[src/design/tpwm_pkg.sv]
package tpwm_pkg;

  // ==========================================================
  // sizes
  localparam int TPWM_NCH = 16;
  localparam int TPWM_CNT_W = 16;
  localparam int TPWM_ADDR_W = 12;
  localparam int TPWM_DATA_W = 32;
  localparam int TPWM_FIELD_W = 2;

  // ==========================================================
  // register byte offsets
  localparam logic [11:0] TPWM_OFS_ACTION = 12'h08c;
  localparam logic [11:0] TPWM_OFS_MODE = 12'h094;
  localparam logic [11:0] TPWM_OFS_ENABLE = 12'h0a0;
  localparam logic [11:0] TPWM_OFS_LEVEL = 12'h0a4;
  localparam logic [11:0] TPWM_OFS_STATUS = 12'h0a8;

  // ==========================================================
  // reset values
  localparam logic [31:0] TPWM_RST_ACTION = 32'h0000_0000;
  localparam logic [31:0] TPWM_RST_MODE = 32'h0000_0000;
  localparam logic [15:0] TPWM_RST_ENABLE = 16'h0000;
  localparam logic [15:0] TPWM_RST_LEVEL = 16'h0000;
  localparam logic [31:0] TPWM_RDATA_ZERO = 32'h0000_0000;

  // ==========================================================
  // wave select encodings
  localparam logic [1:0] TPWM_WAVE_MODE1 = 2'h0;
  localparam logic [1:0] TPWM_WAVE_MODE2 = 2'h1;
  localparam logic [1:0] TPWM_WAVE_LOW = 2'h2;
  localparam logic [1:0] TPWM_WAVE_HIGH = 2'h3;

  // ==========================================================
  // match action encodings
  localparam logic [1:0] TPWM_ACT_NONE = 2'h0;
  localparam logic [1:0] TPWM_ACT_LOW = 2'h1;
  localparam logic [1:0] TPWM_ACT_HIGH = 2'h2;
  localparam logic [1:0] TPWM_ACT_TOGGLE = 2'h3;

  // ==========================================================
  // bus carriers and channel configuration
  typedef struct packed {
    logic sel;
    logic enable;
    logic write;
    logic [11:0] addr;
    logic [31:0] wdata;
    logic [3:0] strb;
  } tpwm_apb_req_t;

  typedef struct packed {
    logic ready;
    logic [31:0] rdata;
    logic slverr;
  } tpwm_apb_rsp_t;

  typedef struct packed {
    logic [1:0] wave_sel;
    logic [1:0] match_action;
    logic pwm_enable;
  } tpwm_chan_cfg_t;

endpackage : tpwm_pkg

[src/design/tpwm_top.sv]
// Behaviour
// - each channel picks PWM or match output
// - mode 00 drives low below match
// - mode 01 drives high below match
// - mode 10 forces output low
// - mode 11 forces output high
// - channel k field at bits 2k+1:2k
// - match hit: none, low, high, toggle
// - channels 4..0 in low ten bits
//
// Decided for this implementation: the APB interface to the registers.
`timescale 1ns/1ns
module tpwm_top
  import tpwm_pkg::*;
#(
  parameter int NCH = TPWM_NCH,
  parameter int CNT_W = TPWM_CNT_W
) (
  // clock and reset
  input wire logic pclk,
  input wire logic presetn,
  // apb slave
  input wire logic psel,
  input wire logic penable,
  input wire logic pwrite,
  input wire logic [11:0] paddr,
  input wire logic [31:0] pwdata,
  input wire logic [3:0] pstrb,
  output logic pready,
  output logic [31:0] prdata,
  output logic pslverr,
  // timer counter and match values
  input wire logic [CNT_W-1:0] timer_count_value,
  input wire logic timer_count_strobe,
  input wire logic [NCH-1:0][CNT_W-1:0] channel_match_value,
  // channel outputs
  output logic [NCH-1:0] channel_output_pin
);

  // ==========================================================
  // bus carriers
  tpwm_apb_req_t bus_req;
  tpwm_apb_rsp_t bus_rsp;

  assign bus_req.sel = psel;
  assign bus_req.enable = penable;
  assign bus_req.write = pwrite;
  assign bus_req.addr = paddr;
  assign bus_req.wdata = pwdata;
  assign bus_req.strb = pstrb;

  assign pready = bus_rsp.ready;
  assign prdata = bus_rsp.rdata;
  assign pslverr = bus_rsp.slverr;

  // ==========================================================
  // registers
  logic [31:0] output_mode_select_low;
  logic [31:0] match_pin_action_control;
  logic [NCH-1:0] pwm_enable;
  logic [NCH-1:0] match_level;

  // ==========================================================
  // address decode
  wire hit_mode = paddr == TPWM_OFS_MODE;
  wire hit_action = paddr == TPWM_OFS_ACTION;
  wire hit_enable = paddr == TPWM_OFS_ENABLE;
  wire hit_level = paddr == TPWM_OFS_LEVEL;
  wire hit_status = paddr == TPWM_OFS_STATUS;
  wire addr_hit = hit_mode | hit_action | hit_enable | hit_level | hit_status;

  logic write_pulse;

  wire wr_mode = write_pulse & hit_mode;
  wire wr_action = write_pulse & hit_action;
  wire wr_enable = write_pulse & hit_enable;
  wire wr_level = write_pulse & hit_level;

  // ==========================================================
  // byte lane merge
  function automatic logic [31:0] tpwm_merge(input logic [31:0] old_value,
                                              input logic [31:0] new_value,
                                              input logic [3:0] strb);
    logic [31:0] merged;
    merged = old_value;
    for (int b = 0; b < 4; b++) begin
      if (strb[b]) begin
        merged[8*b +: 8] = new_value[8*b +: 8];
      end
    end
    return merged;
  endfunction : tpwm_merge

  wire [31:0] enable_word = {{(32-NCH){1'b0}}, pwm_enable};
  wire [31:0] level_word = {{(32-NCH){1'b0}}, match_level};
  wire [31:0] status_word = {{(32-NCH){1'b0}}, channel_output_pin};

  wire [31:0] next_mode = tpwm_merge(output_mode_select_low, pwdata, pstrb);
  wire [31:0] next_action = tpwm_merge(match_pin_action_control, pwdata, pstrb);
  wire [31:0] next_enable_word = tpwm_merge(enable_word, pwdata, pstrb);
  wire [31:0] next_level_word = tpwm_merge(level_word, pwdata, pstrb);

  // ==========================================================
  // read mux
  wire [31:0] read_value =
    hit_mode ? output_mode_select_low :
    hit_action ? match_pin_action_control :
    hit_enable ? enable_word :
    hit_level ? level_word :
    hit_status ? status_word : TPWM_RDATA_ZERO;

  // ==========================================================
  // bus slave
  tpwm_apb_slave u_apb (
    .pclk(pclk),
    .presetn(presetn),
    .req(bus_req),
    .rsp(bus_rsp),
    .read_value(read_value),
    .addr_hit(addr_hit),
    .write_pulse(write_pulse)
  );

  // ==========================================================
  // mode register, all sixteen fields read/write
  always_ff @(posedge pclk or negedge presetn) begin
    if (!presetn) begin
      output_mode_select_low <= TPWM_RST_MODE;
    end else if (wr_mode) begin
      output_mode_select_low <= next_mode;
    end
  end

  // ==========================================================
  // match action register
  always_ff @(posedge pclk or negedge presetn) begin
    if (!presetn) begin
      match_pin_action_control <= TPWM_RST_ACTION;
    end else if (wr_action) begin
      match_pin_action_control <= next_action;
    end
  end

  // ==========================================================
  // pwm or match select per channel
  always_ff @(posedge pclk or negedge presetn) begin
    if (!presetn) begin
      pwm_enable <= TPWM_RST_ENABLE[NCH-1:0];
    end else if (wr_enable) begin
      pwm_enable <= next_enable_word[NCH-1:0];
    end
  end

  // ==========================================================
  // channels
  for (genvar k = 0; k < NCH; k++) begin : g_chan
    tpwm_chan_cfg_t cfg;

    // field of channel k at bits 2k+1:2k
    assign cfg.wave_sel = output_mode_select_low[TPWM_FIELD_W*k +: TPWM_FIELD_W];
    assign cfg.match_action = match_pin_action_control[TPWM_FIELD_W*k +: TPWM_FIELD_W];
    assign cfg.pwm_enable = pwm_enable[k];

    tpwm_chan #(
      .CNT_W(CNT_W)
    ) u_chan (
      .pclk(pclk),
      .presetn(presetn),
      .cfg(cfg),
      .count(timer_count_value),
      .match(channel_match_value[k]),
      .count_strobe(timer_count_strobe),
      .level_load(wr_level),
      .level_value(next_level_word[k]),
      .match_level(match_level[k]),
      .pin(channel_output_pin[k])
    );
  end

endmodule : tpwm_top

[src/design/tpwm_apb_slave.sv]
`timescale 1ns/1ns
module tpwm_apb_slave
  import tpwm_pkg::*;
(
  // clock and reset
  input wire logic pclk,
  input wire logic presetn,
  // bus side
  input wire tpwm_apb_req_t req,
  output tpwm_apb_rsp_t rsp,
  // register file side
  input wire logic [31:0] read_value,
  input wire logic addr_hit,
  output logic write_pulse
);

  // ==========================================================
  // phase decode
  wire setup_phase = req.sel & ~req.enable;
  wire access_phase = req.sel & req.enable;

  logic [31:0] rdata_hold;

  // read data captured in setup, presented in access
  always_ff @(posedge pclk or negedge presetn) begin
    if (!presetn) begin
      rdata_hold <= TPWM_RDATA_ZERO;
    end else if (setup_phase) begin
      rdata_hold <= (addr_hit && !req.write) ? read_value : TPWM_RDATA_ZERO;
    end
  end

  // ==========================================================
  // answer: no wait states, error on unmapped address
  assign rsp.ready = access_phase;
  assign rsp.rdata = rdata_hold;
  assign rsp.slverr = access_phase & ~addr_hit;
  assign write_pulse = access_phase & req.write & addr_hit;

endmodule : tpwm_apb_slave

[src/design/tpwm_chan.sv]
`timescale 1ns/1ns
module tpwm_chan
  import tpwm_pkg::*;
#(
  parameter int CNT_W = TPWM_CNT_W
) (
  // clock and reset
  input wire logic pclk,
  input wire logic presetn,
  // configuration
  input wire tpwm_chan_cfg_t cfg,
  // timer
  input wire logic [CNT_W-1:0] count,
  input wire logic [CNT_W-1:0] match,
  input wire logic count_strobe,
  // software preset of the match latch
  input wire logic level_load,
  input wire logic level_value,
  // state
  output logic match_level,
  output logic pin
);

  // ==========================================================
  // compare
  wire below = count < match;
  wire hit = count_strobe & (count == match);

  logic pwm_level;
  logic next_match_level;

  always_comb begin
    case (cfg.wave_sel)
      TPWM_WAVE_MODE1: pwm_level = ~below;
      TPWM_WAVE_MODE2: pwm_level = below;
      TPWM_WAVE_LOW: pwm_level = 1'b0;
      TPWM_WAVE_HIGH: pwm_level = 1'b1;
      default: pwm_level = 1'b0;
    endcase
  end

  // ==========================================================
  // match latch; a hit wins over a software preset
  always_comb begin
    next_match_level = level_load ? level_value : match_level;
    if (hit) begin
      case (cfg.match_action)
        TPWM_ACT_NONE: next_match_level = match_level;
        TPWM_ACT_LOW: next_match_level = 1'b0;
        TPWM_ACT_HIGH: next_match_level = 1'b1;
        TPWM_ACT_TOGGLE: next_match_level = ~match_level;
        default: next_match_level = match_level;
      endcase
    end
  end

  always_ff @(posedge pclk or negedge presetn) begin
    if (!presetn) begin
      match_level <= 1'b0;
      pin <= 1'b0;
    end else begin
      match_level <= next_match_level;
      pin <= cfg.pwm_enable ? pwm_level : next_match_level;
    end
  end

endmodule : tpwm_chan

[config.mk]
export PLATFORM = sky130hd
export DESIGN_NAME = tpwm_top
export DESIGN_NICKNAME = d
export VERILOG_FILES = /design/src/design/tpwm_pkg.sv /design/src/design/tpwm_top.sv /design/src/design/tpwm_apb_slave.sv /design/src/design/tpwm_chan.sv
export SDC_FILE = /design/constraint.sdc
export NUM_CORES = 1
export LEC_CHECK = 0
export BUFFER_PORTS_ARGS = -buffer_cell sky130_fd_sc_hd__buf_2
export CORE_MARGIN = 3
export CORE_UTILIZATION = 50
export DETAILED_ROUTE_END_ITERATION = 12
export GPL_TIMING_DRIVEN = 1
export HOLD_SLACK_MARGIN = 0.08
export PLACE_DENSITY = 0.81
export SYNTH_ARGS = -nofsm -noshare
export SYNTH_HDL_FRONTEND = slang
export SYNTH_SLANG_ARGS = --single-unit
export TNS_END_PERCENT = 10
[constraint.sdc]
create_clock -name pclk -period 1.6 [get_ports pclk]
set_clock_uncertainty 0.1 [all_clocks]
set_input_delay 0.16 -clock pclk [delete_from_list [all_inputs] [get_ports pclk]]
set_output_delay 0.16 -clock pclk [all_outputs]
set_load 0.01 [all_outputs]
---- Yosys cells after proc, flatten, opt, wreduce, memory -nomap -nowiden ----
Index checks and enable logic that the tools add are counted.
word-level totals
  flip-flop bits (word level) ............. 144
  output and inout port bits .............. 50
  word-level logic and storage cells ...... 371
cells by class
  magnitude comparators ................... 16
  equal/unequal tests ..................... 117
  muxes and demuxes ....................... 88
  bitwise logic cells ..................... 63
  reductions and logical operators ........ 44
operators by type and width
  kind                   count
  $eq A16 B16 Y1         16
  $lt A16 B16 Y1         16
  $eq A2 B2 Y1 const B   64
  $pmux W1 S4            32
  $mux W32               3
  $eq A2 B1 Y1 const B   32
  $logic_not A2 Y1       32
  $eq A12 B8 Y1 const B  5
  $mux W1                48
  $mux W16               3
  $not A1 Y1             34
  $and A1 B1 Y1          25
  $reduce_and A2 Y1      10
  $mux W8                2
  $or A1 B1 Y1           4
  $logic_and A1 B1 Y1    1
  $logic_not A1 Y1       1

---- Logic depth before layout (Yosys ltp) ----
  depth in word-level cells ............... 10
  mapped depth ............................ 9

---- Modules after synthesis ----
From an unflattened synthesis, not the netlist that was laid out.
unflattened totals
  cells, all modules ...................... 1592
  area, all modules ....................... 14614.0 um^2
by module, submodules not included
  module          instances  cells each  area an instance (um^2)
  tpwm_chan       16         71          564.3
  tpwm_top        1          379         4399.2
  tpwm_apb_slave  1          77          1186.1

---- Worst setup path after synthesis ----
OpenSTA, ideal clock, no wires.
  path type ............................... input-to-reg
  start ................................... input port timer_count_value[0]
  end ..................................... register g_chan[0].u_chan.pin
  library setup time ...................... 0.121 ns
  data arrival time ....................... 1.847 ns
  path slack .............................. -0.467 ns
  cell stages on the path ................. 8
  buffers on the path ..................... 0
  cell sequence ........................... inv_1 > ha_1 > nand3_1 > nor4_1 > a211oi_1 > or3_1 > o22ai_1 > nor2_1
between the ends
  cells in the longest elaborated chain, start to end .. 4
ends and longest elaborated chain
  item                                                     line                              source
  start, declared                                          tpwm_top.sv:33                    input wire logic [CNT_W-1:0] timer_count_value,
  $lt A16 B16 Y1 / $eq A16 B16 Y1 (equally long branches)  tpwm_chan.sv:26, tpwm_chan.sv:27
  $not A1 Y1 / $and A1 B1 Y1 (equally long branches)       tpwm_chan.sv:34, tpwm_chan.sv:27
  $pmux W1 S4 / $mux W1 (equally long branches)            tpwm_chan.sv:33, tpwm_chan.sv:46
  $mux W1 *                                                tpwm_chan.sv:63                   pin <= cfg.pwm_enable ? pwm_level : next_match_level;
  end signal, assigned                                     tpwm_chan.sv:63
  end, declared                                            tpwm_chan.sv:21                   output logic pin
Every way passes the cells marked *; elsewhere a longest branch is shown, timed or not.
A chain may end at the register's enable or synchronous reset.

---- Final worst setup path ----
  start ................................... input port timer_count_value[11]
  end ..................................... register g_chan[14].u_chan.pin
between the ends
  cells in the longest elaborated chain, start to end .. 4
ends and longest elaborated chain
  item                                                     line
  $lt A16 B16 Y1 / $eq A16 B16 Y1 (equally long branches)  tpwm_chan.sv:26, tpwm_chan.sv:27
  $not A1 Y1 / $and A1 B1 Y1 (equally long branches)       tpwm_chan.sv:34, tpwm_chan.sv:27
  $pmux W1 S4 / $mux W1 (equally long branches)            tpwm_chan.sv:33, tpwm_chan.sv:46
  $mux W1 *                                                tpwm_chan.sv:63
  end signal, assigned                                     tpwm_chan.sv:63
  end, declared                                            tpwm_chan.sv:21
Marked as above.

==> implementation parameters <==
Parameter                              Value

Outcome
  Outcome ... finished, violations left
  Violations in the final reports ... negative setup slack

Die
  Die H ... approximately 170 µm
  Core region area ... 0.02643 mm²
  Initial core utilization ... 51.46%
  Floorplan row count ... 59
  Width of the chip ... 170.9 µm
  Number of top-level design ports ... 376
  Die footprint ... 0.02922 mm²

Timing
  Final period utilization ... 114.6%
  Worst max-slew margin expressed relative to the limit ... 62.26%
  Slew of the pin with the lowest slew margin ... roughly 0.57 ns
  # setup viols final ... 37
  Total count of max-transition violations in the final report ... 0
  Post-layout worst setup margin ... -0.2335 ns
  Final Hold Violating Endpoints ... 0
  Unrepaired setup endpoints after global routing ... yes
  Peak Freq ... roughly 0.55 GHz
  Clock period minus final worst setup slack ... 1.834 ns

Drt
  Post-DR wirelength/cell ... between 20 and 25 µm
  DR vias ... 15020
  Post-route ant nets ... 0
  Wire length reported by the detailed router ... 55.56 mm
  DRT Pass-1 Iters ... 8
  Remaining DRCs ... 0
  Number of DRC markers in iteration 0 ... 1478
  Per-cell via count in the routed design ... 6.061

Synth
  Number of enable-type register cells in the synthesized netlist ... 0
  Top cells by area, synth ... dfrtp_1 (26%), ha_1 (24%), inv_1 (6.8%)
  Yosys top cell by area ... dfrtp_1
  Post-synth top cells ... ha_1 (256), inv_1 (245), dfrtp_1 (144), nand2_1 (128), a21oi_1 (115)
  Most used standard cell by instance count after synthesis ... ha_1
  Proportion of synthesized flip-flops having asynchronous set or reset ... 100.0%
  Synthesized net count ... 2114
  Area share of the largest cell type after synthesis ... 26.49%
  Cell count after synthesis ... 1532
  Yosys warning count ... 0
  Cell area after synthesis ... approximately 0.014 mm²
  Flip-flop cell with the highest count after synthesis ... dfrtp_1
  Sequential element share of the synthesized area ... 26.49%
  Register bit count reported by yosys ... around 140
  Number of unique standard cell types used by synthesis ... 54
  Avg Cell Area, Syn ... 8.878 µm²

Layout
  Combined flip-flop and latch cell area ... 0.003603 mm²
  Final non-filler cell total ... roughly 2500
  Layout Utilization ... 75.05%
  Share of post-route cells with drive strength above 1 ... 37.94%
  Fill cell total of the finished layout ... 1769
  Post-layout nets ... 2712
  Area growth syn-to-layout ... 45.84%
  Post-route standard cell area excluding fillers ... 0.01984 mm²
  Multi-input gate area in the final layout ... 0.009759 mm²

Clock tree
  Sinks on Clock Net ... 144
  TritonCTS clock tree ... built
  Maximum clock path buffer count ... 2
  Clock-pin slew on the worst setup and hold paths ... 0.06 ns
  CTS root buf ... clkbuf_16
  Number of buffers created by CTS ... 17
  Number of H-tree branching levels ... 4
  Skew-Pair Late Insertion Delay ... 0.43 ns

Power and ir drop
  Share of power burned in registers ... 32.4%
  Static leakage ... 10.53 nW
  Combinational share of power ... 30.3%
  Net Sw Frac ... 30.09%
  Total power ... between 10 and 15 mW
  Proportion of power drawn by the clock network ... between 30% and 40%
  Power per cell area ... between 500 and 600 mW/mm²
  Highest ir drop seen on vdd ... 0.0007651 V
  Psw ... 3.381 mW
  Power Internal ... 7.857 mW

Critical path
  Nature of the critical path startpoint ... input port
  Series of cell instances along the critical path ... buf_12, buf_12, ha_4, nand4_1, nor3_2, nand4_1, mux2_4, nor2b_4, a22oi_2
  CP Max Fanout ... 6
  Endpoint type of the worst setup path ... flop
  Critical-path top delay cell ... mux2_4
  Data required time at the worst endpoint ... 1.84 ns
  Origin of the critical flop-to-flop path ... g_chan[5].u_chan.match_level
  CP arrival ... between 2 and 2.5 ns
  R2r endpoint ... u_apb.rdata_hold[5]
  R2R depth ... 4
  Crit path launch ... timer_count_value[11]
  Internal reg-to-reg setup slack ... 0.04 ns
  Worst setup path class ... input port to flop
  Cell class contributing the biggest share of worst-path delay ... simple AND/OR/NAND/NOR gates
  Crit path buffers/inverters ... 2
  Crit. path cell count ... 9
  Slowest stage delay, CP ... about 0.39 ns

Placement
  Hpwl dp ... 41.61 mm
  DP Area ... 0.01743 mm²
  Buffers added on ports ... roughly 380
  Global placement routability congestion ... 0.9547
  Placed cell count ... 2388

GRT
  GRT Overall Usage ... 36.43%
  Via count of the first global-routing pass ... 15700
  Pin count of the biggest net entering global routing ... 43
  Global-route wire length before repair ... ~82 mm
  Antenna violations before repair ... 0
  Total congestion overflow after global routing ... 0

Worst hold path
  Path type of the worst min-delay path ... input port to asynchronous set/reset pin

Job
  Max Cap Violations ... 0
## worst max path at each step
stage                                       endpoint  slack [ns]
final                          g_chan[14].u_chan.pin       -0.23
after global routing           g_chan[14].u_chan.pin       -0.28
after CTS                       g_chan[6].u_chan.pin       -0.14
after detailed placement        g_chan[0].u_chan.pin       -0.83
after global placement          g_chan[0].u_chan.pin       -0.82
after floorplan           output_mode_select_low[10]       -0.41
## placed cells by master (no fill, tap or decap), types with 17 or more instances in the layout
| cell type | Yosys | layout |
|---|---|---|
| inv_1 | 245 | 241 |
| a22oi_1 | 30 | 24 |
| o21ai_0 | 30 | 30 |
| nand4_1 | 63 | 63 |
| mux2_2 | 47 | 40 |
| a21oi_1 | 115 | 115 |
| dlygate4sd3_1 | 0 | 33 |
| dfrtp_1 | 144 | 144 |
| nor2b_1 | 32 | 28 |
| buf_4 | 18 | 178 |
| buf_12 | 0 | 32 |
| clkbuf_16 | 0 | 17 |
| buf_2 | 10 | 359 |
| nor2_1 | 39 | 36 |
| nand2b_1 | 20 | 20 |
| o21ai_1 | 52 | 50 |
| nand3_1 | 23 | 23 |
| mux2_4 | 15 | 40 |
| ha_4 | 0 | 43 |
| ha_1 | 256 | 213 |
| a211oi_1 | 18 | 18 |
| nand2_1 | 128 | 128 |
## cells by family after synthesis
kind of cell,Yosys count,synth area share (%)
AOI/OAI and AO/OA,346,16.21
DFF,144,26.49
xor gates and xnor gates,15,0.9660
and+or+nand+nor,369,14.76
buffers and inverters,293,8.730
muxes,109,9.292
adders and majority gates,256,23.55
## worst reg2reg max path, stage by stage (launching register included)
cell and delay, ns:
dfrtp_1 0.44, a21oi_1 0.19, o21ai_1 0.09, a222oi_1 0.51, o21ai_1 0.10
## timing repair
item                                    4_1_cts  5_1_grt
pin swaps                                    54       41
gates cloned                                  5        0
endpoints found under the hold margin       227        0
resized for setup                           122       68
endpoints found under the setup margin       63      100
hold buffers                                 33        0
setup buffers                                15        5
## metrics by stage
| stage | setup TNS (ns) | hold WS, ns | setup slack (ns) |
|---|---|---|---|
| floorplan | -30.54 | -0.2356 | -0.4055 |
| global placement | -58.62 | 0.005451 | -0.8191 |
| detailed placement | -63.02 | 0.004633 | -0.8277 |
| CTS | -1.413 | 0.1403 | -0.1433 |
| global route | -5.890 | 0.1513 | -0.2787 |
| finish | -2.720 | 0.1196 | -0.2335 |
## metal layers
| layer | routed length, µm | track usage, % | vias up |
|---|---|---|---|
| met5 | 0 | 0 | - |
| met4 | 3868 | 21.55 | 0 |
| met3 | 5174 | 7.140 | 268 |
| met2 | 26300 | 62.77 | 970 |
| met1 | 20220 | 42.01 | 7088 |
| li1 | - | - | 6698 |
## power by group through the flow
stage / Combinational, mW / Clock (mW) / Sequential, mW
floorplan: 1.29 / 0 / 3.71
global placement: 2.74 / 0 / 3.71
detailed placement: 2.85 / 0 / 3.71
CTS: 3.19 / 4.18 / 3.65
global route: 3.71 / 4.36 / 3.64
finish: 3.41 / 4.19 / 3.65
## final cells by class
type | instances | share of cell area [%]
Timing Repair Buffer | 627 | 22.77
Tap cell | 335 | 2.113
Inverter | 245 | 4.636
Clock inverter | 11 | 0.7759
Antenna cell | 1 | 0.01262
Clock buffer | 21 | 2.321
Multi-Input combinational cell | 1095 | 49.20
Sequential cell | 144 | 18.17
## sequential cells by signal, indices dropped and copies added (netlist names)
name and cells:
pwm_enable 16, u_apb.rdata_hold 32, output_mode_select_low 32, g_chan.u_chan.pin 16
match_pin_action_control 32, g_chan.u_chan.match_level 16
No activity file was read; power rests on OpenSTA's default activity.
